===== src/blm_pkg.sv =====
package blm_pkg;

  // Instruction word layout
  localparam int unsigned BLM_COND_LSB = 28;
  localparam int unsigned BLM_PRE_BIT = 24;
  localparam int unsigned BLM_UP_BIT = 23;
  localparam int unsigned BLM_BANK_BIT = 22;
  localparam int unsigned BLM_WB_BIT = 21;
  localparam int unsigned BLM_BASE_LSB = 16;
  localparam int unsigned BLM_PC_MASK_BIT = 15;
  localparam logic [3:0] BLM_PC_IDX = 4'hf;

  // Word stepping and alignment
  localparam logic [31:0] BLM_WORD_BYTES = 32'h0000_0004;
  localparam logic [1:0] BLM_ALIGNED = 2'h0;

  // Values after reset
  localparam logic [31:0] BLM_RST_WORD = 32'h0000_0000;
  localparam logic [15:0] BLM_RST_MASK = 16'h0000;
  localparam logic [3:0] BLM_RST_IDX = 4'h0;

  typedef enum logic [1:0] {
    BLM_FORM_NORMAL = 2'b00,
    BLM_FORM_USER = 2'b01,
    BLM_FORM_EXRET = 2'b10
  } blm_form_t;

  typedef enum logic [1:0] {
    BLM_ST_IDLE = 2'b00,
    BLM_ST_ISSUE = 2'b01,
    BLM_ST_WAIT = 2'b10,
    BLM_ST_FINISH = 2'b11
  } blm_state_t;

endpackage : blm_pkg


===== src/blm_plan_if.sv =====
`timescale 1ns/1ps
interface blm_plan_if;
  logic [31:0] instr;
  logic [3:0] flags;
  logic [31:0] base_value;
  logic cond_ok;
  blm_pkg::blm_form_t form;
  logic [31:0] start_addr;
  logic [31:0] end_addr;
  logic [31:0] wb_addr;

  modport planner (
    input instr, flags, base_value,
    output cond_ok, form, start_addr, end_addr, wb_addr
  );
  modport sequencer (
    output instr, flags, base_value,
    input cond_ok, form, start_addr, end_addr, wb_addr
  );
endinterface : blm_plan_if


===== src/blm_addr_plan.sv =====
`timescale 1ns/1ps
module blm_addr_plan (
  // Decode and address plan
  blm_plan_if.planner plan
);

  // Condition test against N Z C V; code 4'hf never passes
  function automatic logic blm_cond_pass(input logic [3:0] c, input logic [3:0] f);
    logic n;
    logic z;
    logic cy;
    logic v;
    logic r;
    n = f[3];
    z = f[2];
    cy = f[1];
    v = f[0];
    r = 1'b0;
    unique case (c)
      4'h0: r = z;
      4'h1: r = !z;
      4'h2: r = cy;
      4'h3: r = !cy;
      4'h4: r = n;
      4'h5: r = !n;
      4'h6: r = v;
      4'h7: r = !v;
      4'h8: r = cy && !z;
      4'h9: r = !cy || z;
      4'ha: r = (n == v);
      4'hb: r = (n != v);
      4'hc: r = !z && (n == v);
      4'hd: r = z || (n != v);
      4'he: r = 1'b1;
      4'hf: r = 1'b0;
    endcase
    return r;
  endfunction : blm_cond_pass

  logic [4:0] count;
  logic [31:0] span;
  logic [31:0] base;

  // Population count of the mask sets the size of the block
  always_comb begin
    count = 5'h00;
    for (int i = 0; i < 16; i++) begin
      count = count + {4'h0, plan.instr[i]};
    end
    span = {25'h0000000, count, 2'b00};
    base = plan.base_value;
  end

  // Form select and start, end and writeback addresses
  always_comb begin
    plan.cond_ok = blm_cond_pass(plan.instr[31:blm_pkg::BLM_COND_LSB], plan.flags);
    if (!plan.instr[blm_pkg::BLM_BANK_BIT]) begin
      plan.form = blm_pkg::BLM_FORM_NORMAL;
    end else if (plan.instr[blm_pkg::BLM_PC_MASK_BIT]) begin
      plan.form = blm_pkg::BLM_FORM_EXRET;
    end else begin
      plan.form = blm_pkg::BLM_FORM_USER;
    end
    // Increment/decrement, before/after
    unique case ({plan.instr[blm_pkg::BLM_PRE_BIT], plan.instr[blm_pkg::BLM_UP_BIT]})
      2'b01: begin
        plan.start_addr = base;
        plan.end_addr = base + span - blm_pkg::BLM_WORD_BYTES;
        plan.wb_addr = base + span;
      end
      2'b11: begin
        plan.start_addr = base + blm_pkg::BLM_WORD_BYTES;
        plan.end_addr = base + span;
        plan.wb_addr = base + span;
      end
      2'b00: begin
        plan.start_addr = base - span + blm_pkg::BLM_WORD_BYTES;
        plan.end_addr = base;
        plan.wb_addr = base - span;
      end
      2'b10: begin
        plan.start_addr = base - span;
        plan.end_addr = base - blm_pkg::BLM_WORD_BYTES;
        plan.wb_addr = base - span;
      end
    endcase
  end

endmodule : blm_addr_plan


===== src/blm_block_load.sv =====
`timescale 1ns/1ps
module blm_block_load (
  // Clock and reset
  input wire logic clk,
  input wire logic rst,
  // Instruction issue
  input wire logic start,
  input wire logic [31:0] instr,
  input wire logic [3:0] flags,
  input wire logic [31:0] base_value,
  input wire logic [31:0] saved_status_word,
  input wire logic align_check_en,
  // Memory request and response
  output logic mem_req,
  output logic [31:0] mem_addr,
  input wire logic mem_rvalid,
  input wire logic [31:0] mem_rdata,
  input wire logic mem_abort,
  // Register file write
  output logic rf_we,
  output logic [3:0] rf_idx,
  output logic rf_user_bank,
  output logic [31:0] rf_data,
  // Program counter, status word and base writeback
  output logic pc_we,
  output logic [31:0] program_counter_reg,
  output logic status_we,
  output logic [31:0] current_status_word,
  output logic base_we,
  output logic [3:0] base_reg_field,
  output logic [31:0] base_data,
  // Completion
  output logic busy,
  output logic done,
  output logic data_abort,
  output logic align_fault
);

  typedef struct packed {
    blm_pkg::blm_state_t state;
    blm_pkg::blm_form_t form;
    logic [15:0] mask;
    logic wb;
    logic skip;
    logic aborted;
    logic pc_pend;
    logic [31:0] addr;
    logic [31:0] last_addr;
    logic [31:0] end_addr;
    logic [31:0] wb_addr;
    logic mem_req;
    logic [31:0] mem_addr;
    logic rf_we;
    logic [3:0] rf_idx;
    logic rf_user_bank;
    logic [31:0] rf_data;
    logic pc_we;
    logic [31:0] pc_data;
    logic status_we;
    logic [31:0] status_data;
    logic base_we;
    logic [3:0] base_idx;
    logic [31:0] base_data;
    logic busy;
    logic done;
    logic data_abort;
    logic align_fault;
  } blm_core_t;

  // Lowest set bit of a register mask
  function automatic logic [3:0] blm_lowest(input logic [15:0] m);
    logic [3:0] r;
    r = blm_pkg::BLM_RST_IDX;
    for (int i = 15; i >= 0; i--) begin
      if (m[i]) begin
        r = 4'(i);
      end
    end
    return r;
  endfunction : blm_lowest

  blm_core_t s_reg;
  blm_core_t s_next;
  logic [3:0] pick;
  logic [15:0] left;
  blm_plan_if plan ();

  assign plan.instr = instr;
  assign plan.flags = flags;
  assign plan.base_value = base_value;

  blm_addr_plan u_plan (
    .plan(plan)
  );

  assign pick = blm_lowest(s_reg.mask);
  assign left = s_reg.mask & ~(16'h0001 << pick);

  // Sequencer; pulses default low each cycle
  always_comb begin
    s_next = s_reg;
    s_next.mem_req = 1'b0;
    s_next.rf_we = 1'b0;
    s_next.pc_we = 1'b0;
    s_next.status_we = 1'b0;
    s_next.base_we = 1'b0;
    s_next.done = 1'b0;
    s_next.data_abort = 1'b0;
    s_next.align_fault = 1'b0;
    unique case (s_reg.state)
      blm_pkg::BLM_ST_IDLE: begin
        if (start) begin
          s_next.busy = 1'b1;
          s_next.form = plan.form;
          s_next.mask = instr[15:0];
          s_next.wb = instr[blm_pkg::BLM_WB_BIT];
          s_next.base_idx = instr[19:blm_pkg::BLM_BASE_LSB];
          s_next.addr = plan.start_addr;
          s_next.last_addr = plan.start_addr;
          s_next.end_addr = plan.end_addr;
          s_next.wb_addr = plan.wb_addr;
          s_next.status_data = saved_status_word;
          s_next.aborted = 1'b0;
          s_next.pc_pend = 1'b0;
          s_next.skip = 1'b0;
          if (!plan.cond_ok) begin
            s_next.skip = 1'b1;
            s_next.state = blm_pkg::BLM_ST_FINISH;
          end else if (align_check_en && plan.start_addr[1:0] != blm_pkg::BLM_ALIGNED) begin
            s_next.skip = 1'b1;
            s_next.align_fault = 1'b1;
            s_next.state = blm_pkg::BLM_ST_FINISH;
          end else if (instr[15:0] == blm_pkg::BLM_RST_MASK) begin
            // Empty mask is illegal; retire it as a no-op
            s_next.skip = 1'b1;
            s_next.state = blm_pkg::BLM_ST_FINISH;
          end else begin
            s_next.state = blm_pkg::BLM_ST_ISSUE;
          end
        end
      end
      blm_pkg::BLM_ST_ISSUE: begin
        s_next.mem_req = 1'b1;
        s_next.mem_addr = {s_reg.addr[31:2], 2'b00};
        s_next.state = blm_pkg::BLM_ST_WAIT;
      end
      blm_pkg::BLM_ST_WAIT: begin
        if (mem_rvalid) begin
          if (mem_abort) begin
            // Stop at once; commit stage will hold PC, base and status
            s_next.aborted = 1'b1;
            s_next.data_abort = 1'b1;
            s_next.state = blm_pkg::BLM_ST_FINISH;
          end else begin
            if (pick == blm_pkg::BLM_PC_IDX && s_reg.form != blm_pkg::BLM_FORM_USER) begin
              // PC is held back until no abort can follow
              s_next.pc_pend = 1'b1;
              s_next.pc_data = mem_rdata;
            end else begin
              s_next.rf_we = 1'b1;
              s_next.rf_idx = pick;
              s_next.rf_user_bank = (s_reg.form == blm_pkg::BLM_FORM_USER);
              s_next.rf_data = mem_rdata;
            end
            s_next.mask = left;
            s_next.last_addr = s_reg.addr;
            s_next.addr = s_reg.addr + blm_pkg::BLM_WORD_BYTES;
            s_next.state = (left == blm_pkg::BLM_RST_MASK) ? blm_pkg::BLM_ST_FINISH
                                                           : blm_pkg::BLM_ST_ISSUE;
          end
        end
      end
      blm_pkg::BLM_ST_FINISH: begin
        s_next.done = 1'b1;
        s_next.busy = 1'b0;
        s_next.state = blm_pkg::BLM_ST_IDLE;
        // Aborted or skipped instructions commit nothing
        if (!s_reg.skip && !s_reg.aborted) begin
          s_next.pc_we = s_reg.pc_pend;
          s_next.status_we = (s_reg.form == blm_pkg::BLM_FORM_EXRET);
          if (s_reg.wb && s_reg.form != blm_pkg::BLM_FORM_USER) begin
            s_next.base_we = 1'b1;
            s_next.base_data = s_reg.wb_addr;
          end
        end
      end
    endcase
  end

  // State register
  always_ff @(posedge clk) begin
    if (rst) begin
      s_reg <= '{
        state: blm_pkg::BLM_ST_IDLE, form: blm_pkg::BLM_FORM_NORMAL,
        mask: blm_pkg::BLM_RST_MASK, rf_idx: blm_pkg::BLM_RST_IDX,
        base_idx: blm_pkg::BLM_RST_IDX, addr: blm_pkg::BLM_RST_WORD,
        last_addr: blm_pkg::BLM_RST_WORD, end_addr: blm_pkg::BLM_RST_WORD,
        wb_addr: blm_pkg::BLM_RST_WORD, mem_addr: blm_pkg::BLM_RST_WORD,
        rf_data: blm_pkg::BLM_RST_WORD, pc_data: blm_pkg::BLM_RST_WORD,
        status_data: blm_pkg::BLM_RST_WORD, base_data: blm_pkg::BLM_RST_WORD,
        default: 1'b0
      };
    end else begin
      s_reg <= s_next;
    end
  end

  // Outputs come straight from the state register
  assign mem_req = s_reg.mem_req;
  assign mem_addr = s_reg.mem_addr;
  assign rf_we = s_reg.rf_we;
  assign rf_idx = s_reg.rf_idx;
  assign rf_user_bank = s_reg.rf_user_bank;
  assign rf_data = s_reg.rf_data;
  assign pc_we = s_reg.pc_we;
  assign program_counter_reg = s_reg.pc_data;
  assign status_we = s_reg.status_we;
  assign current_status_word = s_reg.status_data;
  assign base_we = s_reg.base_we;
  assign base_reg_field = s_reg.base_idx;
  assign base_data = s_reg.base_data;
  assign busy = s_reg.busy;
  assign done = s_reg.done;
  assign data_abort = s_reg.data_abort;
  assign align_fault = s_reg.align_fault;

  // Helper: address of previous request inside one instruction
  logic have_prev;
  logic [31:0] prev_addr;
  always_ff @(posedge clk) begin
    if (rst || !s_reg.busy) begin
      have_prev <= 1'b0;
      prev_addr <= 32'h0000_0000;
    end else if (s_reg.mem_req) begin
      have_prev <= 1'b1;
      prev_addr <= s_reg.mem_addr;
    end
  end

  logic take;
  assign take = start && s_reg.state == blm_pkg::BLM_ST_IDLE;
endmodule : blm_block_load


===== config.mk =====
export PLATFORM = sky130hd
export DESIGN_NAME = blm_block_load
export DESIGN_NICKNAME = d
export VERILOG_FILES = /design/src/blm_pkg.sv /design/src/blm_plan_if.sv /design/src/blm_addr_plan.sv /design/src/blm_block_load.sv
export SDC_FILE = /design/constraint.sdc
export NUM_CORES = 1
export LEC_CHECK = 0
export BUFFER_PORTS_ARGS = -buffer_cell sky130_fd_sc_hd__buf_4
export CORE_MARGIN = 5
export CORE_UTILIZATION = 51
export CTS_CLUSTER_DIAMETER = 80
export DETAILED_ROUTE_END_ITERATION = 12
export PLACE_DENSITY = 0.78
export SYNTH_ARGS = -nofsm -noshare
export SYNTH_HDL_FRONTEND = slang
export SYNTH_SLANG_ARGS = --single-unit

===== constraint.sdc =====
create_clock -name clk -period 6.8 [get_ports clk]
set_clock_uncertainty 0.1 [all_clocks]
set_input_delay 0.34 -clock clk [delete_from_list [all_inputs] [get_ports clk]]
set_output_delay 0.34 -clock clk [all_outputs]
set_load 0.005 [all_outputs]

==> results of run 1 <==
-- critical path, cell delays in order --
cell and delay [ns]:
sky130_fd_sc_hd__buf_8 0.09, sky130_fd_sc_hd__inv_8 0.03, sky130_fd_sc_hd__ha_4 0.26, sky130_fd_sc_hd__inv_4 0.04, sky130_fd_sc_hd__fa_1 0.48, sky130_fd_sc_hd__fa_1 0.60
sky130_fd_sc_hd__fa_1 0.43, sky130_fd_sc_hd__fa_1 0.46, sky130_fd_sc_hd__fa_2 0.38, sky130_fd_sc_hd__fa_2 0.62, sky130_fd_sc_hd__inv_4 0.06, sky130_fd_sc_hd__ha_4 0.21
sky130_fd_sc_hd__or2_4 0.25, sky130_fd_sc_hd__a2111oi_4 0.37, sky130_fd_sc_hd__buf_6 0.20, sky130_fd_sc_hd__nor3_2 0.05, sky130_fd_sc_hd__xnor2_1 0.16, sky130_fd_sc_hd__or4_4 0.56
sky130_fd_sc_hd__or4_4 0.44, sky130_fd_sc_hd__or4_4 0.44, sky130_fd_sc_hd__a211o_1 0.27, sky130_fd_sc_hd__a21o_1 0.16, sky130_fd_sc_hd__a211oi_2 0.17
-- metal layers --
metal / wire, µm / track usage
met4: 2510 / 0.124
met2: 26500 / 0.537
met1: 21400 / 0.368
met3: 4140 / 0.0513
met5: 27 / 0
-- logic make-up after synthesis --
family,after synthesis
mux,16
fa+ha+maj,34
simple gates,876
flops,262
buf+inv,357
other cells,1
compound gates,519
xor+xnor,75
-- per-stage QoR --
stage / setup TNS [ns] / std cells / cell area, µm²
2_1_floorplan: -0.545 / 2141 / 15700
3_3_place_gp: -5.33 / 2645 / 17500
3_5_place_dp: -7.59 / 2645 / 17500
4_1_cts: 0 / 2771 / 19300
5_1_grt: -0.169 / 2773 / 19400
6_report: 0 / 2773 / 19400
-- power by group through the flow --
| stage | Clock [mW] | Sequential, mW | Combinational, mW |
|---|---|---|---|
| floorplan | 0 | 1.73 | 1.21 |
| global placement | 0 | 1.76 | 1.78 |
| detailed placement | 0 | 1.76 | 1.82 |
| CTS | 1.72 | 1.73 | 1.88 |
| global route | 1.79 | 1.74 | 2.10 |
| finish | 1.70 | 1.73 | 1.93 |
-- cell usage in the layout, fill, tap and decap left out, types with 14 or more instances in the layout --
master / instances
sky130_fd_sc_hd__buf_4: 415
sky130_fd_sc_hd__o21ai_0: 80
sky130_fd_sc_hd__xor2_1: 27
sky130_fd_sc_hd__nand3_1: 44
sky130_fd_sc_hd__ha_1: 19
sky130_fd_sc_hd__dlygate4sd3_1: 72
sky130_fd_sc_hd__a31oi_1: 22
sky130_fd_sc_hd__inv_1: 41
sky130_fd_sc_hd__a21o_1: 16
sky130_fd_sc_hd__clkbuf_16: 29
sky130_fd_sc_hd__nor2_1: 125
sky130_fd_sc_hd__nor4_1: 22
sky130_fd_sc_hd__a21oi_1: 279
sky130_fd_sc_hd__dfxtp_1: 262
sky130_fd_sc_hd__or3_1: 14
sky130_fd_sc_hd__a22oi_1: 21
sky130_fd_sc_hd__nor3_1: 42
sky130_fd_sc_hd__and3_1: 24
sky130_fd_sc_hd__nand2_1: 489
sky130_fd_sc_hd__xnor2_1: 47
-- final timing paths --
kind	slack, ns	endpoint
worst min register to register	0.35	base_data[18]
worst max-delay path	0.09	s_reg[303]
worst min-delay path	0.02	current_status_word[3]
worst max register to register	3.16	program_counter_reg[0]
-- area by class of cell --
cell class / count / area (µm²) / area share
Antenna cell: 1 / 2.50 / 0.000129
Tap cell: 396 / 495 / 0.0255
Clock buffer: 44 / 892 / 0.0460
Inverter: 46 / 190 / 0.00980
Multi-Input combinational cell: 1522 / 8510 / 0.439
Clock inverter: 10 / 160 / 0.00826
Timing Repair Buffer: 492 / 3900 / 0.201
Sequential cell: 262 / 5250 / 0.270
-- what timing repair did --
item | 4_1_cts | 5_1_grt
resized for setup | 1 | 26
buffers inserted | 0 | 1
endpoints found under the hold margin | 105 | 0
setup endpoints to repair | 3 | 11
hold buffers | 72 | 0
pin swaps | 0 | 13
==> impl_summary.md, run 1 <==
Critical path
The worst reg-to-reg path cell count is 6. The startpoint identified for the worst register-to-register timing path is s_reg[329]. Data on the critical path is required at its endpoint by 7.17 ns. The top fanout value on the critical path is 11. STA classifies the critical path endpoint as a flip-flop. Tracing the worst setup path back leads to its startpoint at instr[1].

The endpoint arrival time on the critical path is 7.08 ns. The kind of critical path is primary input to flip-flop. STA classifies the critical path startpoint as a primary input.

Pwr
Of the total power, the clock network draws 0.317. The sequential cell fraction of total power is 0.323. The proportion of total power due to net switching is 0.337. For this design the static power due to leakage is 7.70 nW. The design internal power is 3.55 mW. The relative contribution of combinational cells to total power is 0.360.

The power dissipated by switching net loads is 1.81 mW. The total power after layout is about 5.4 mW. VDD sags by at most 0.000204 V.

Power spread over the standard cell area amounts to 276 nW/µm².

Worst hold path
The startpoint of the worst hold path is saved_status_word[3]. The worst hold path stage count is 3. The min-delay analysis places its worst path in the category primary input to flip-flop.

Global route
The first global-routing pass estimated 84.1 mm of wire. The global route total overflow is 0. The overall routing resource usage is 0.304.

Entering global routing, the biggest net connects 107 pins. The initial antenna violation count is 3. The via count of the first global-routing pass is 15500.

Route
The first-pass iteration count of the detailed router is 5. The count of nets left with antenna violations once routing finished came out at 0. The number of design rule violations left after detail routing is 0.

The total number of vias is ~16000. The detail-routed net length per standard cell is a little under 20 µm. After detailed routing, the total wire length is 54.6 mm. The detailed router finished its first iteration with 1198 violations. The ratio of routed vias to standard cells is ~5.7.

Cells and area
After filler insertion, the fill cell instance count of the layout stands at 2647. The register with the most flip-flops in the layout has between 80 and 90 of them. In the final layout, the share of cells above drive strength 1 is 0.224. The end-of-flow core utilization is 0.639. The net count of the finished layout is 2525. Relative to the synthesized area, the layout overhead comes to 24.6%.

Clocking
The CTS buffer count is 29. The later-pin clock latency in the skew report is 0.55 ns. CTS built an H-tree with a depth of 1.

The maximum clock path buffer count is 3. TritonCTS built the clock tree. The post-CTS clock slew at the launch and capture registers of the worst setup and hold paths is about 0.06 ns.

The tree built by TritonCTS fans out to 262 sinks. CTS placed an instance of sky130_fd_sc_hd__clkbuf_16 at the clock tree root.

Synth
The synthesized area divided by synthesized cell count is 7.27 µm². The adder and majority gate portion of the synthesized area is 0.0331. Synthesis produced a netlist whose cell count is around 2100.

The number of distinct library cells after synthesis is 76. After synthesis, the cell types taking the most area are sky130_fd_sc_hd__dfxtp_1 (34%), sky130_fd_sc_hd__nand2_1 (12%), sky130_fd_sc_hd__a21oi_1 (9.1%), sky130_fd_sc_hd__buf_4 (8.1%), sky130_fd_sc_hd__nor2_1 (3.1%). During synthesis, Yosys emitted a total of 0 warnings. The synthesized design contains 0 enable-type register cells.

Summed over all instances, the cell type with the most area after synthesis is sky130_fd_sc_hd__dfxtp_1. The simple-gate area share of the yosys netlist is 0.253. The most common cell in the synthesized netlist is sky130_fd_sc_hd__nand2_1. The share of the synthesized area in compound gates (AO/OA/AOI/OAI) came to 0.196. Among all flip-flop cells after synthesis, the most frequent one is sky130_fd_sc_hd__dfxtp_1. Ranked by instance count, the synthesized netlist is headed by sky130_fd_sc_hd__nand2_1 (489), sky130_fd_sc_hd__a21oi_1 (282), sky130_fd_sc_hd__dfxtp_1 (262), sky130_fd_sc_hd__buf_4 (169), sky130_fd_sc_hd__nor2_1 (129). The area fraction of the dominant cell type after synthesis is 0.337. Of the total synthesized cell area, the portion taken by XOR and XNOR cells is 0.0422.

Counting flops with an async set or reset pin after synthesis yields a share of 0. The synthesized design contains around 260 register bits. The mapped netlist covers 15600 µm². The mux contribution to synthesized area is 0.0105. For this run, the register share of the synthesized area comes to 0.337. After synthesis, the largest family of logic cells by area is simple AND/OR/NAND/NOR gates.

STA
The count of final hold-check violations came to 0. The count of final setup violators is 0. The worst hold-check slack is about 0.018 ns. Derived from the worst setup path, the maximum achievable clock frequency is 0.149 GHz. The worst path meets setup with 0.0911 ns of slack. For the pin with the worst max-slew slack, the measured transition is 1.18 ns. The max-slew violation total from the final report is 0. The final critical path time including I/O delays and setup is 6.71 ns. Setup repair after global routing could not meet its margin everywhere.

The tightest slew margin relative to the limit is 0.216. The post-route fraction of the period consumed by the critical path is 0.987.

Floorplanning
The x dimension of the die is 185 µm. The y dimension of the die is around 180 µm. The area of the core region is 30300 µm². For this configuration, the core starts out at a cell density of 0.513. The area enclosed by the die boundary is 34100 µm².

The number of ports placed on the die boundary is 316. The number of standard-cell rows in the floorplan is 64.

Place
The wire-length estimate of the detail-placed layout is 39.4 mm. At the end of routability-driven placement, the weighted congestion stood at between 1 and 1.5. The count of port buffers added during placement is 309.

Before CTS, the worst setup slack after placement is -0.607 ns.

Run
The max-cap violation count is 0.

Status
The flow ran to the end, and the final reports show no timing, DRC or antenna violations.
Note: power is estimated with default switching activity, not from simulation.
==> run 2, diff against run 1 <==
==> constraint.sdc (replaced) <==
create_clock -name clk -period 5.9 [get_ports clk]
set_clock_uncertainty 0.1 [all_clocks]
set_input_delay 0.295 -clock clk [delete_from_list [all_inputs] [get_ports clk]]
set_output_delay 0.295 -clock clk [all_outputs]
set_load 0.005 [all_outputs]
==> run 2 against run 1 <==
  * The run now ends with setup timing left
  * Critical endpoint is now s_reg[302]
  * Final cell count up 1.6%
  * Highest routed layer is now met4
  * Wire length increased by 0.88%
  * Design area grew 3.7%
  * Clock-buffer cell count decreased by 9
  * Critical path type unchanged
==> impl_summary.md, run 2 (synthesis results as in run 1) <==
Route
The final wirelength is 55.1 mm (+0.88%). The detail-routed net length per standard cell came to 19.5 µm (-0.69%). The ratio of routed vias to standard cells was 5.82 (+1.3%).

The total number of vias was 16400 (+2.9%). The DRC violation total after the first TritonRoute iteration is 1323 (+10%). The number of design rule violations left after detail routing is 0 (unchanged). The final antenna-violating net count was 0 (unchanged).

The first-pass iteration count of the detailed router came to 8 (+3).

Critical path
The data required time of the critical path was 6.26 ns (-0.91 ns). The reg-to-reg endpoint is program_counter_reg[2]. The setup slack of the most critical reg-to-reg path is 2.33 ns (-0.83 ns).

The startpoint identified for the worst register-to-register timing path is s_reg[325]. The kind of start point of the critical path is a primary input. The worst setup path is captured at a flip-flop. The worst reg-to-reg path cell count came to 11 (+5). The top fanout value on the critical path was 6 (-5). The kind of critical path is primary input to flip-flop.

The endpoint arrival time on the critical path was 6.97 ns (-0.11 ns).

Clocking
The later-pin clock latency in the skew report is 0.57 ns (+0.02 ns). The total number of clock tree sinks is 262 (unchanged). The CTS buffer count is 28 (-3.4%).

The maximum clock path buffer count is 3 (unchanged). The clock tree root driver cell is sky130_fd_sc_hd__clkbuf_16. The H-tree level count is 1 (unchanged). The post-CTS clock slew at the launch and capture registers of the worst setup and hold paths came to 0.07 ns (about the same). TritonCTS built the clock tree.

Place
The final estimated routing congestion in global placement was 0.939 (-6.2%). The post-place setup slack is -1.41 ns (-0.798 ns). The count of port buffers added during placement came to 309 (unchanged). The sum of net half-perimeters after detailed placement is 39.1 mm (-0.81%). The instance area after placement was 17800 µm² (+1.5%).

Cells and area
The end-of-flow core utilization is 0.663 (+0.0238). The number of nets in the finished design came to 2569 (+1.7%). The number of flip-flops in the largest register is 86 (unchanged). The area growth from synthesis to layout is 29.3%. The library cell used most frequently in the layout, excluding fill and tap cells, is sky130_fd_sc_hd__nand2_1. Leaving out fill and tap cells, the most frequent cells in the layout are sky130_fd_sc_hd__nand2_1 (489), sky130_fd_sc_hd__buf_4 (440), sky130_fd_sc_hd__a21oi_1 (275), sky130_fd_sc_hd__dfxtp_1 (262), sky130_fd_sc_hd__nor2_1 (121). The layout cell share with drive strength beyond 1 was 0.255 (+0.0304). The post-route cell area is 20100 µm² (+3.7%).

Pwr
The design internal power is 4.12 mW (+16%). The total leakage power came to 8.01 nW (+4.0%). The power dissipated by switching net loads is 2.19 mW (+21%). The sequential cell fraction of total power came to 0.316 (-0.007).

The proportion of total power due to net switching is 0.347 (+0.0102). The power per cell area came to 314 nW/µm² (+14%). The relative contribution of combinational cells to total power is 0.381 (+0.021). The part of the total power dissipated in the clock network is 0.302 (-0.015). The worst voltage drop across the vdd grid came to 0.000269 V (+32%).

Worst hold path
The worst hold path stage count is 4 (+1). The worst hold path terminates at s_reg[311]. The path class of the tightest hold or removal check is primary input to flip-flop. The startpoint identified for the worst hold timing path is instr[1].

STA
The measured slew at the worst slew-check pin is 1.21 ns (+0.0312 ns). The count of final hold-check violations is 0 (unchanged). The final critical path time including I/O delays and setup is ~6.6 ns. Based on the critical path, the design can be clocked at up to 0.151 GHz. Setup repair after global routing could not meet its margin everywhere. The max-slew violation total from the final report is 0 (unchanged). The count of final setup violators is 21 (+21). The tightest slew margin relative to the limit is 0.196 (-0.0208).

The post-route fraction of the period consumed by the critical path is 1.12. The minimum setup slack in the final design is -0.711 ns (-0.802 ns).

Floorplanning
The number of ports placed on the die boundary was 316 (unchanged). The area enclosed by the die boundary is 34100 µm² (unchanged). The effective utilization at floorplan is 0.513 (unchanged). The area of the core region was 30300 µm² (unchanged).

The y dimension of the die is 185 µm (unchanged). The x dimension of the die is 185 µm (unchanged). The number of standard-cell rows in the floorplan is 64 (unchanged).

Global route
The initial antenna violation count came to 2 (-1). The via count of the first global-routing pass is 15800 (+1.7%). The overall routing resource usage is 0.306 (+0.00207). The maximum number of pins on one net before global-route repair is 99 (-7.5%). The first-pass GRT wire length is 85.0 mm (+1.1%). The global route total overflow is 0 (unchanged).

Status
The final reports fail on setup timing. The run finished, with violations left.

Run
The max-cap violation count is 0 (unchanged).
-- run 2: changes by cell type in the layout (fill, tap and decap cells not counted), moves of 5 or more --
cell                            change
sky130_fd_sc_hd__buf_4             +25
sky130_fd_sc_hd__buf_6             +12
sky130_fd_sc_hd__dlygate4sd3_1      +8
sky130_fd_sc_hd__o21ai_0            -7
sky130_fd_sc_hd__nor3_1             -6
sky130_fd_sc_hd__nor4_1             -6
sky130_fd_sc_hd__clkbuf_8           -5
sky130_fd_sc_hd__nor4_4             +5
sky130_fd_sc_hd__o21ai_1            +5
-- run 2: worst max path at each step --
stage                     slack, ns  startpoint          to
after floorplan               -1.07    instr[1]  s_reg[303]
after global routing          -0.92    instr[1]  s_reg[302]
final                         -0.71    instr[1]  s_reg[302]
after global placement        -1.31    instr[1]  s_reg[298]
after CTS                     -0.66    instr[1]  s_reg[302]
after detailed placement      -1.41    instr[1]  s_reg[298]
-- run 2: routing by layer --
metal,GRT usage,up-vias,share of wire
li1,-,7665,-
met1,0.376,7837,0.38
met2,0.545,749,0.49
met3,0.0428,139,0.080
met4,0.117,0,0.044
met5,0,-,0
-- run 2: per-stage QoR --
stage / instances / hold slack, ns / TNS [ns] / total power, mW
6_report: 2817 / 0.0201 / -9.39 / 6.31
4_1_cts: 2813 / 0.00224 / -8.09 / 6.26
3_5_place_dp: 2675 / 0.347 / -32.81 / 4.19
3_3_place_gp: 2675 / 0.340 / -29.31 / 4.14
2_1_floorplan: 2141 / 0.331 / -12.01 / 3.40
5_1_grt: 2816 / 0.0424 / -14.52 / 6.63
-- run 2: cell type report --
class / instances / area [µm²]
Timing Repair Buffer: 537 / 4310
Clock buffer: 35 / 787
Inverter: 46 / 190
Clock inverter: 16 / 231
Fill cell: 2553 / 10200
Sequential cell: 262 / 5250
Multi-Input combinational cell: 1522 / 8860
Tap cell: 396 / 495
Antenna cell: 3 / 7.51
-- run 2: worst max-delay path: stages --
cell and delay (ns):
sky130_fd_sc_hd__buf_8 0.09, sky130_fd_sc_hd__inv_8 0.03, sky130_fd_sc_hd__ha_4 0.26, sky130_fd_sc_hd__inv_4 0.04, sky130_fd_sc_hd__fa_1 0.51, sky130_fd_sc_hd__fa_1 0.43, sky130_fd_sc_hd__fa_1 0.51, sky130_fd_sc_hd__fa_1 0.43
sky130_fd_sc_hd__fa_2 0.38, sky130_fd_sc_hd__fa_2 0.63, sky130_fd_sc_hd__inv_4 0.06, sky130_fd_sc_hd__ha_4 0.21, sky130_fd_sc_hd__or2_4 0.25, sky130_fd_sc_hd__a2111oi_4 0.60, sky130_fd_sc_hd__nor3_2 0.08, sky130_fd_sc_hd__xnor2_1 0.16
sky130_fd_sc_hd__or4_4 0.56, sky130_fd_sc_hd__or4_4 0.45, sky130_fd_sc_hd__or3_1 0.36, sky130_fd_sc_hd__a31oi_1 0.20, sky130_fd_sc_hd__nor4_1 0.07, sky130_fd_sc_hd__or3_1 0.35
-- run 2: timing repair --
action                                  in CTS  in global routing
pin swaps                                   34                 29
endpoints found under the setup margin      26                 34
endpoints found under the hold margin      112                  0
buffers inserted                            11                  4
gates cloned                                 1                  0
gates resized for setup                     58                 41
hold buffers                                80                  0
-- run 2: power groups by stage --
stage | combinational [mW] | clock [mW] | sequential (mW)
final | 2.41 | 1.91 | 2.00
after global routing | 2.62 | 2.00 | 2.01
after CTS | 2.33 | 1.93 | 1.99
after detailed placement | 2.16 | 0 | 2.03
after global placement | 2.12 | 0 | 2.03
after floorplan | 1.41 | 0 | 1.99
==> run 3, diff against run 2 <==
--- a/config.mk
+++ b/config.mk
@@ -11,6 +11,8 @@
 export CTS_CLUSTER_DIAMETER = 80
 export DETAILED_ROUTE_END_ITERATION = 12
 export PLACE_DENSITY = 0.78
+export SKIP_CTS_REPAIR_TIMING = 1
 export SYNTH_ARGS = -nofsm -noshare
 export SYNTH_HDL_FRONTEND = slang
 export SYNTH_SLANG_ARGS = --single-unit
+export TNS_END_PERCENT = 30
==> run 3 against run 2 <==
  * The run ends with hold timing, setup timing left
  * Fmax increased by 0.54%
  * Clock power decreased by 4%
  * Design area decreased by 0.37%
  * Global-route usage decreased by 1.3 points
  * Via count decreased by 0.61%
  * Sequential power about the same
  * Utilization decreased by 0.25 points
  * Largest cell class unchanged
  * Largest power group unchanged
==> impl_summary.md, run 3 (synthesis results as in run 1) <==
Floorplanning
The x dimension of the die is 185 µm (unchanged). The y dimension of the die came to 185 µm (unchanged). The area of the core region came to 30300 µm² (unchanged). The effective utilization at floorplan is 0.513 (unchanged). The number of ports placed on the die boundary is 316 (unchanged).

The number of standard-cell rows in the floorplan is 64 (unchanged). The area enclosed by the die boundary was 34100 µm² (unchanged).

Critical path
The critical path goes through buf_8 > inv_8 > ha_4 > inv_4 > fa_1 > fa_1 > fa_1 > fa_1 > fa_2 > fa_2 > inv_4 > ha_4 > or2_4 > a2111o_1 > a31oi_2 > o22ai_2 > or4_4 > or4_4 > buf_6 > o41a_1 > o21ai_1 > nand3b_1 > a211oi_2. The data required time of the critical path is 6.29 ns (+0.03 ns). The worst setup path is launched from a primary input. The kind of capture point of the worst setup path is a flip-flop. The top fanout value on the critical path is 7 (+1). The maximum single-stage delay on the critical path was 0.59 ns (-0.04 ns).

The critical path in this run is classified as primary input to flip-flop. On the critical path, the stage with the largest delay is an instance of sky130_fd_sc_hd__fa_2. The critical register-to-register path startpoint is s_reg[329]. The worst reg-to-reg path cell count is 6 (-5).

The dominant cell type by count on the critical path is sky130_fd_sc_hd__fa_1. The endpoint arrival time on the critical path is 6.96 ns (about the same). The setup slack of the most critical reg-to-reg path came to 2.70 ns (+0.37 ns). The endpoint identified for the worst register-to-register timing path is rf_data[14].

Global route
The initial antenna violation count is 1 (-1). The first-pass GRT wire length is 81.2 mm (-4.5%). The maximum number of pins on one net before global-route repair was 100 (+1.0%). The via count of the first global-routing pass is 15000 (-5.3%). The overall routing resource usage is 0.294 (-0.0128). The global route total overflow is 0 (unchanged).

Clocking
The total number of clock tree sinks came to 262 (unchanged). The clock tree from TritonCTS is done. The clock tree root driver cell is sky130_fd_sc_hd__clkbuf_16. The later-pin clock latency in the skew report is 0.56 ns (about the same). The post-CTS clock slew at the launch and capture registers of the worst setup and hold paths is 0.07 ns (about the same). The CTS buffer count is 29 (+3.6%). The maximum clock path buffer count is 3 (unchanged). The H-tree level count is 1 (unchanged).

Run
The max-cap violation count is 0 (unchanged).

STA
Setup repair after global routing could not meet its margin everywhere. The max-slew violation total from the final report is 0 (unchanged). The highest achievable clock rate is 0.152 GHz (+0.54%). The worst hold-check slack is -0.0251 ns (-0.0451 ns). The final critical path time including I/O delays and setup is 6.58 ns (-0.0353 ns). The minimum setup slack in the final design is -0.676 ns (+0.0353 ns).

The tightest slew margin relative to the limit came to 0.220 (+0.0239). The count of final setup violators came to 26 (+24%). The post-route fraction of the period consumed by the critical path is 1.11 (-0.00598). The count of final hold-check violations is 2 (+2). The total negative setup slack is -9.43 ns (-0.0456 ns). The measured slew at the worst slew-check pin is 1.17 ns (-0.0358 ns).

Place
The final estimated routing congestion in global placement is 0.975 (+3.8%). The sum of net half-perimeters after detailed placement came to 39.7 mm (+1.5%). The count of port buffers added during placement came to 309 (unchanged).

Pwr
The worst voltage drop across the vdd grid is 0.000259 V (-3.7%). The power per cell area is 316 nW/µm² (+0.70%). The total leakage power was 7.97 nW (-0.41%).

Cells and area
The layout overhead on the synthesized area is 28.8%. The commonest non-fill, non-tap cell in the layout is sky130_fd_sc_hd__nand2_1. The filler cell count in the final layout is 2546 (-0.27%). The number of flip-flops in the largest register is 86 (unchanged). In the layout the commonest cells are sky130_fd_sc_hd__nand2_1 (488), sky130_fd_sc_hd__buf_4 (449), sky130_fd_sc_hd__a21oi_1 (278), sky130_fd_sc_hd__dfxtp_1 (262), sky130_fd_sc_hd__nor2_1 (120).

The layout cell share with drive strength beyond 1 is 0.255 (+0.000712). The number of nets in the finished design came to 2572 (+0.12%).

Status
The checks that failed: hold timing, setup timing. The flow ran to the end, but the final reports show violations.

Worst hold path
The worst hold path terminates at s_reg[315]. The startpoint of the worst hold path is instr[5]. The worst hold path stage count came to 3 (-1).

The path class of the lowest-slack min-delay path is primary input to flip-flop.

Route
The total number of vias was 16300 (-0.61%). The ratio of routed vias to standard cells was 5.78 (-0.72%). The detail-routed net length per standard cell is 19.8 µm (+1.2%). The final wirelength is 55.8 mm (+1.3%). The DRC violation total after the first TritonRoute iteration came to 1324 (+0.076%). The first-pass iteration count of the detailed router is 6 (-2).

The final antenna-violating net count came to 0 (unchanged). The number of design rule violations left after detail routing was 0 (unchanged).
==> run 3: changes by cell type in the layout (fill, tap and decap cells not counted), sizes merged <==
cell	delta
inv	-1
clkinv	+5
diode	-2
clkinvlp	-2
clkbuf	+3
bufinv	-2
buf	+4
dlygate4sd3	-2
==> run 3: how the worst max path moves through the flow <==
stage / endpoint / cells after the start / from / slack, ns
5_1_grt: s_reg[305] / 29 / instr[1] / -0.77
2_1_floorplan: s_reg[303] / 23 / instr[1] / -1.07
3_3_place_gp: s_reg[303] / 26 / instr[1] / -1.36
4_1_cts: s_reg[303] / 26 / instr[1] / -0.90
3_5_place_dp: s_reg[303] / 26 / instr[1] / -1.45
6_report: s_reg[305] / 23 / instr[1] / -0.68
==> run 3: stage by stage <==
stage / cell area [µm²] / power (mW) / cells / util / worst slack, ns
floorplan: 15700 / 3.38 / 2141 / - / -1.07
global placement: 17800 / 4.15 / 2679 / 0.585 / -1.36
detailed placement: 17800 / 4.21 / 2679 / 0.585 / -1.45
CTS: 18700 / 6.05 / 2733 / 0.618 / -0.903
global route: 20000 / 6.65 / 2820 / 0.661 / -0.769
finish: 20000 / 6.33 / 2820 / 0.661 / -0.676
==> run 3: final cells by class <==
type | instances | area, µm² | area share
multi-input cells | 1522 | 8830 | 0.441
flip-flops and latches | 262 | 5250 | 0.262
repair buffers | 539 | 4300 | 0.214
clock buffers | 38 | 810 | 0.0404
well taps | 396 | 495 | 0.0247
inverters | 46 | 190 | 0.00949
clock inverters | 16 | 174 | 0.00868
diodes | 1 | 2.50 | 0.000125
==> run 3: layer usage <==
| layer | up-vias | track usage | routed length [µm] |
|---|---|---|---|
| met4 | 0 | 0.100 | 1960 |
| li1 | 7668 | - | - |
| met1 | 7755 | 0.369 | 22100 |
| met3 | 134 | 0.0379 | 4100 |
| met5 | - | 0 | 0 |
| met2 | 733 | 0.519 | 27600 |
==> run 3: where the power goes <==
group | switching (mW) | leakage (nW) | internal, mW | total, mW
sequential | 0.106 | 2.13 | 1.89 | 1.99
clock | 0.768 | 0.494 | 1.07 | 1.84
combinational | 1.36 | 5.35 | 1.15 | 2.50
total | 2.23 | 7.97 | 4.10 | 6.33
==> run 3: worst max-delay path, delay by kind of cell <==
family	cells	cell delay [ns]
fa+ha+maj	8	3.41
compound gates	6	1.62
simple gates	4	1.25
buf+inv	5	0.38
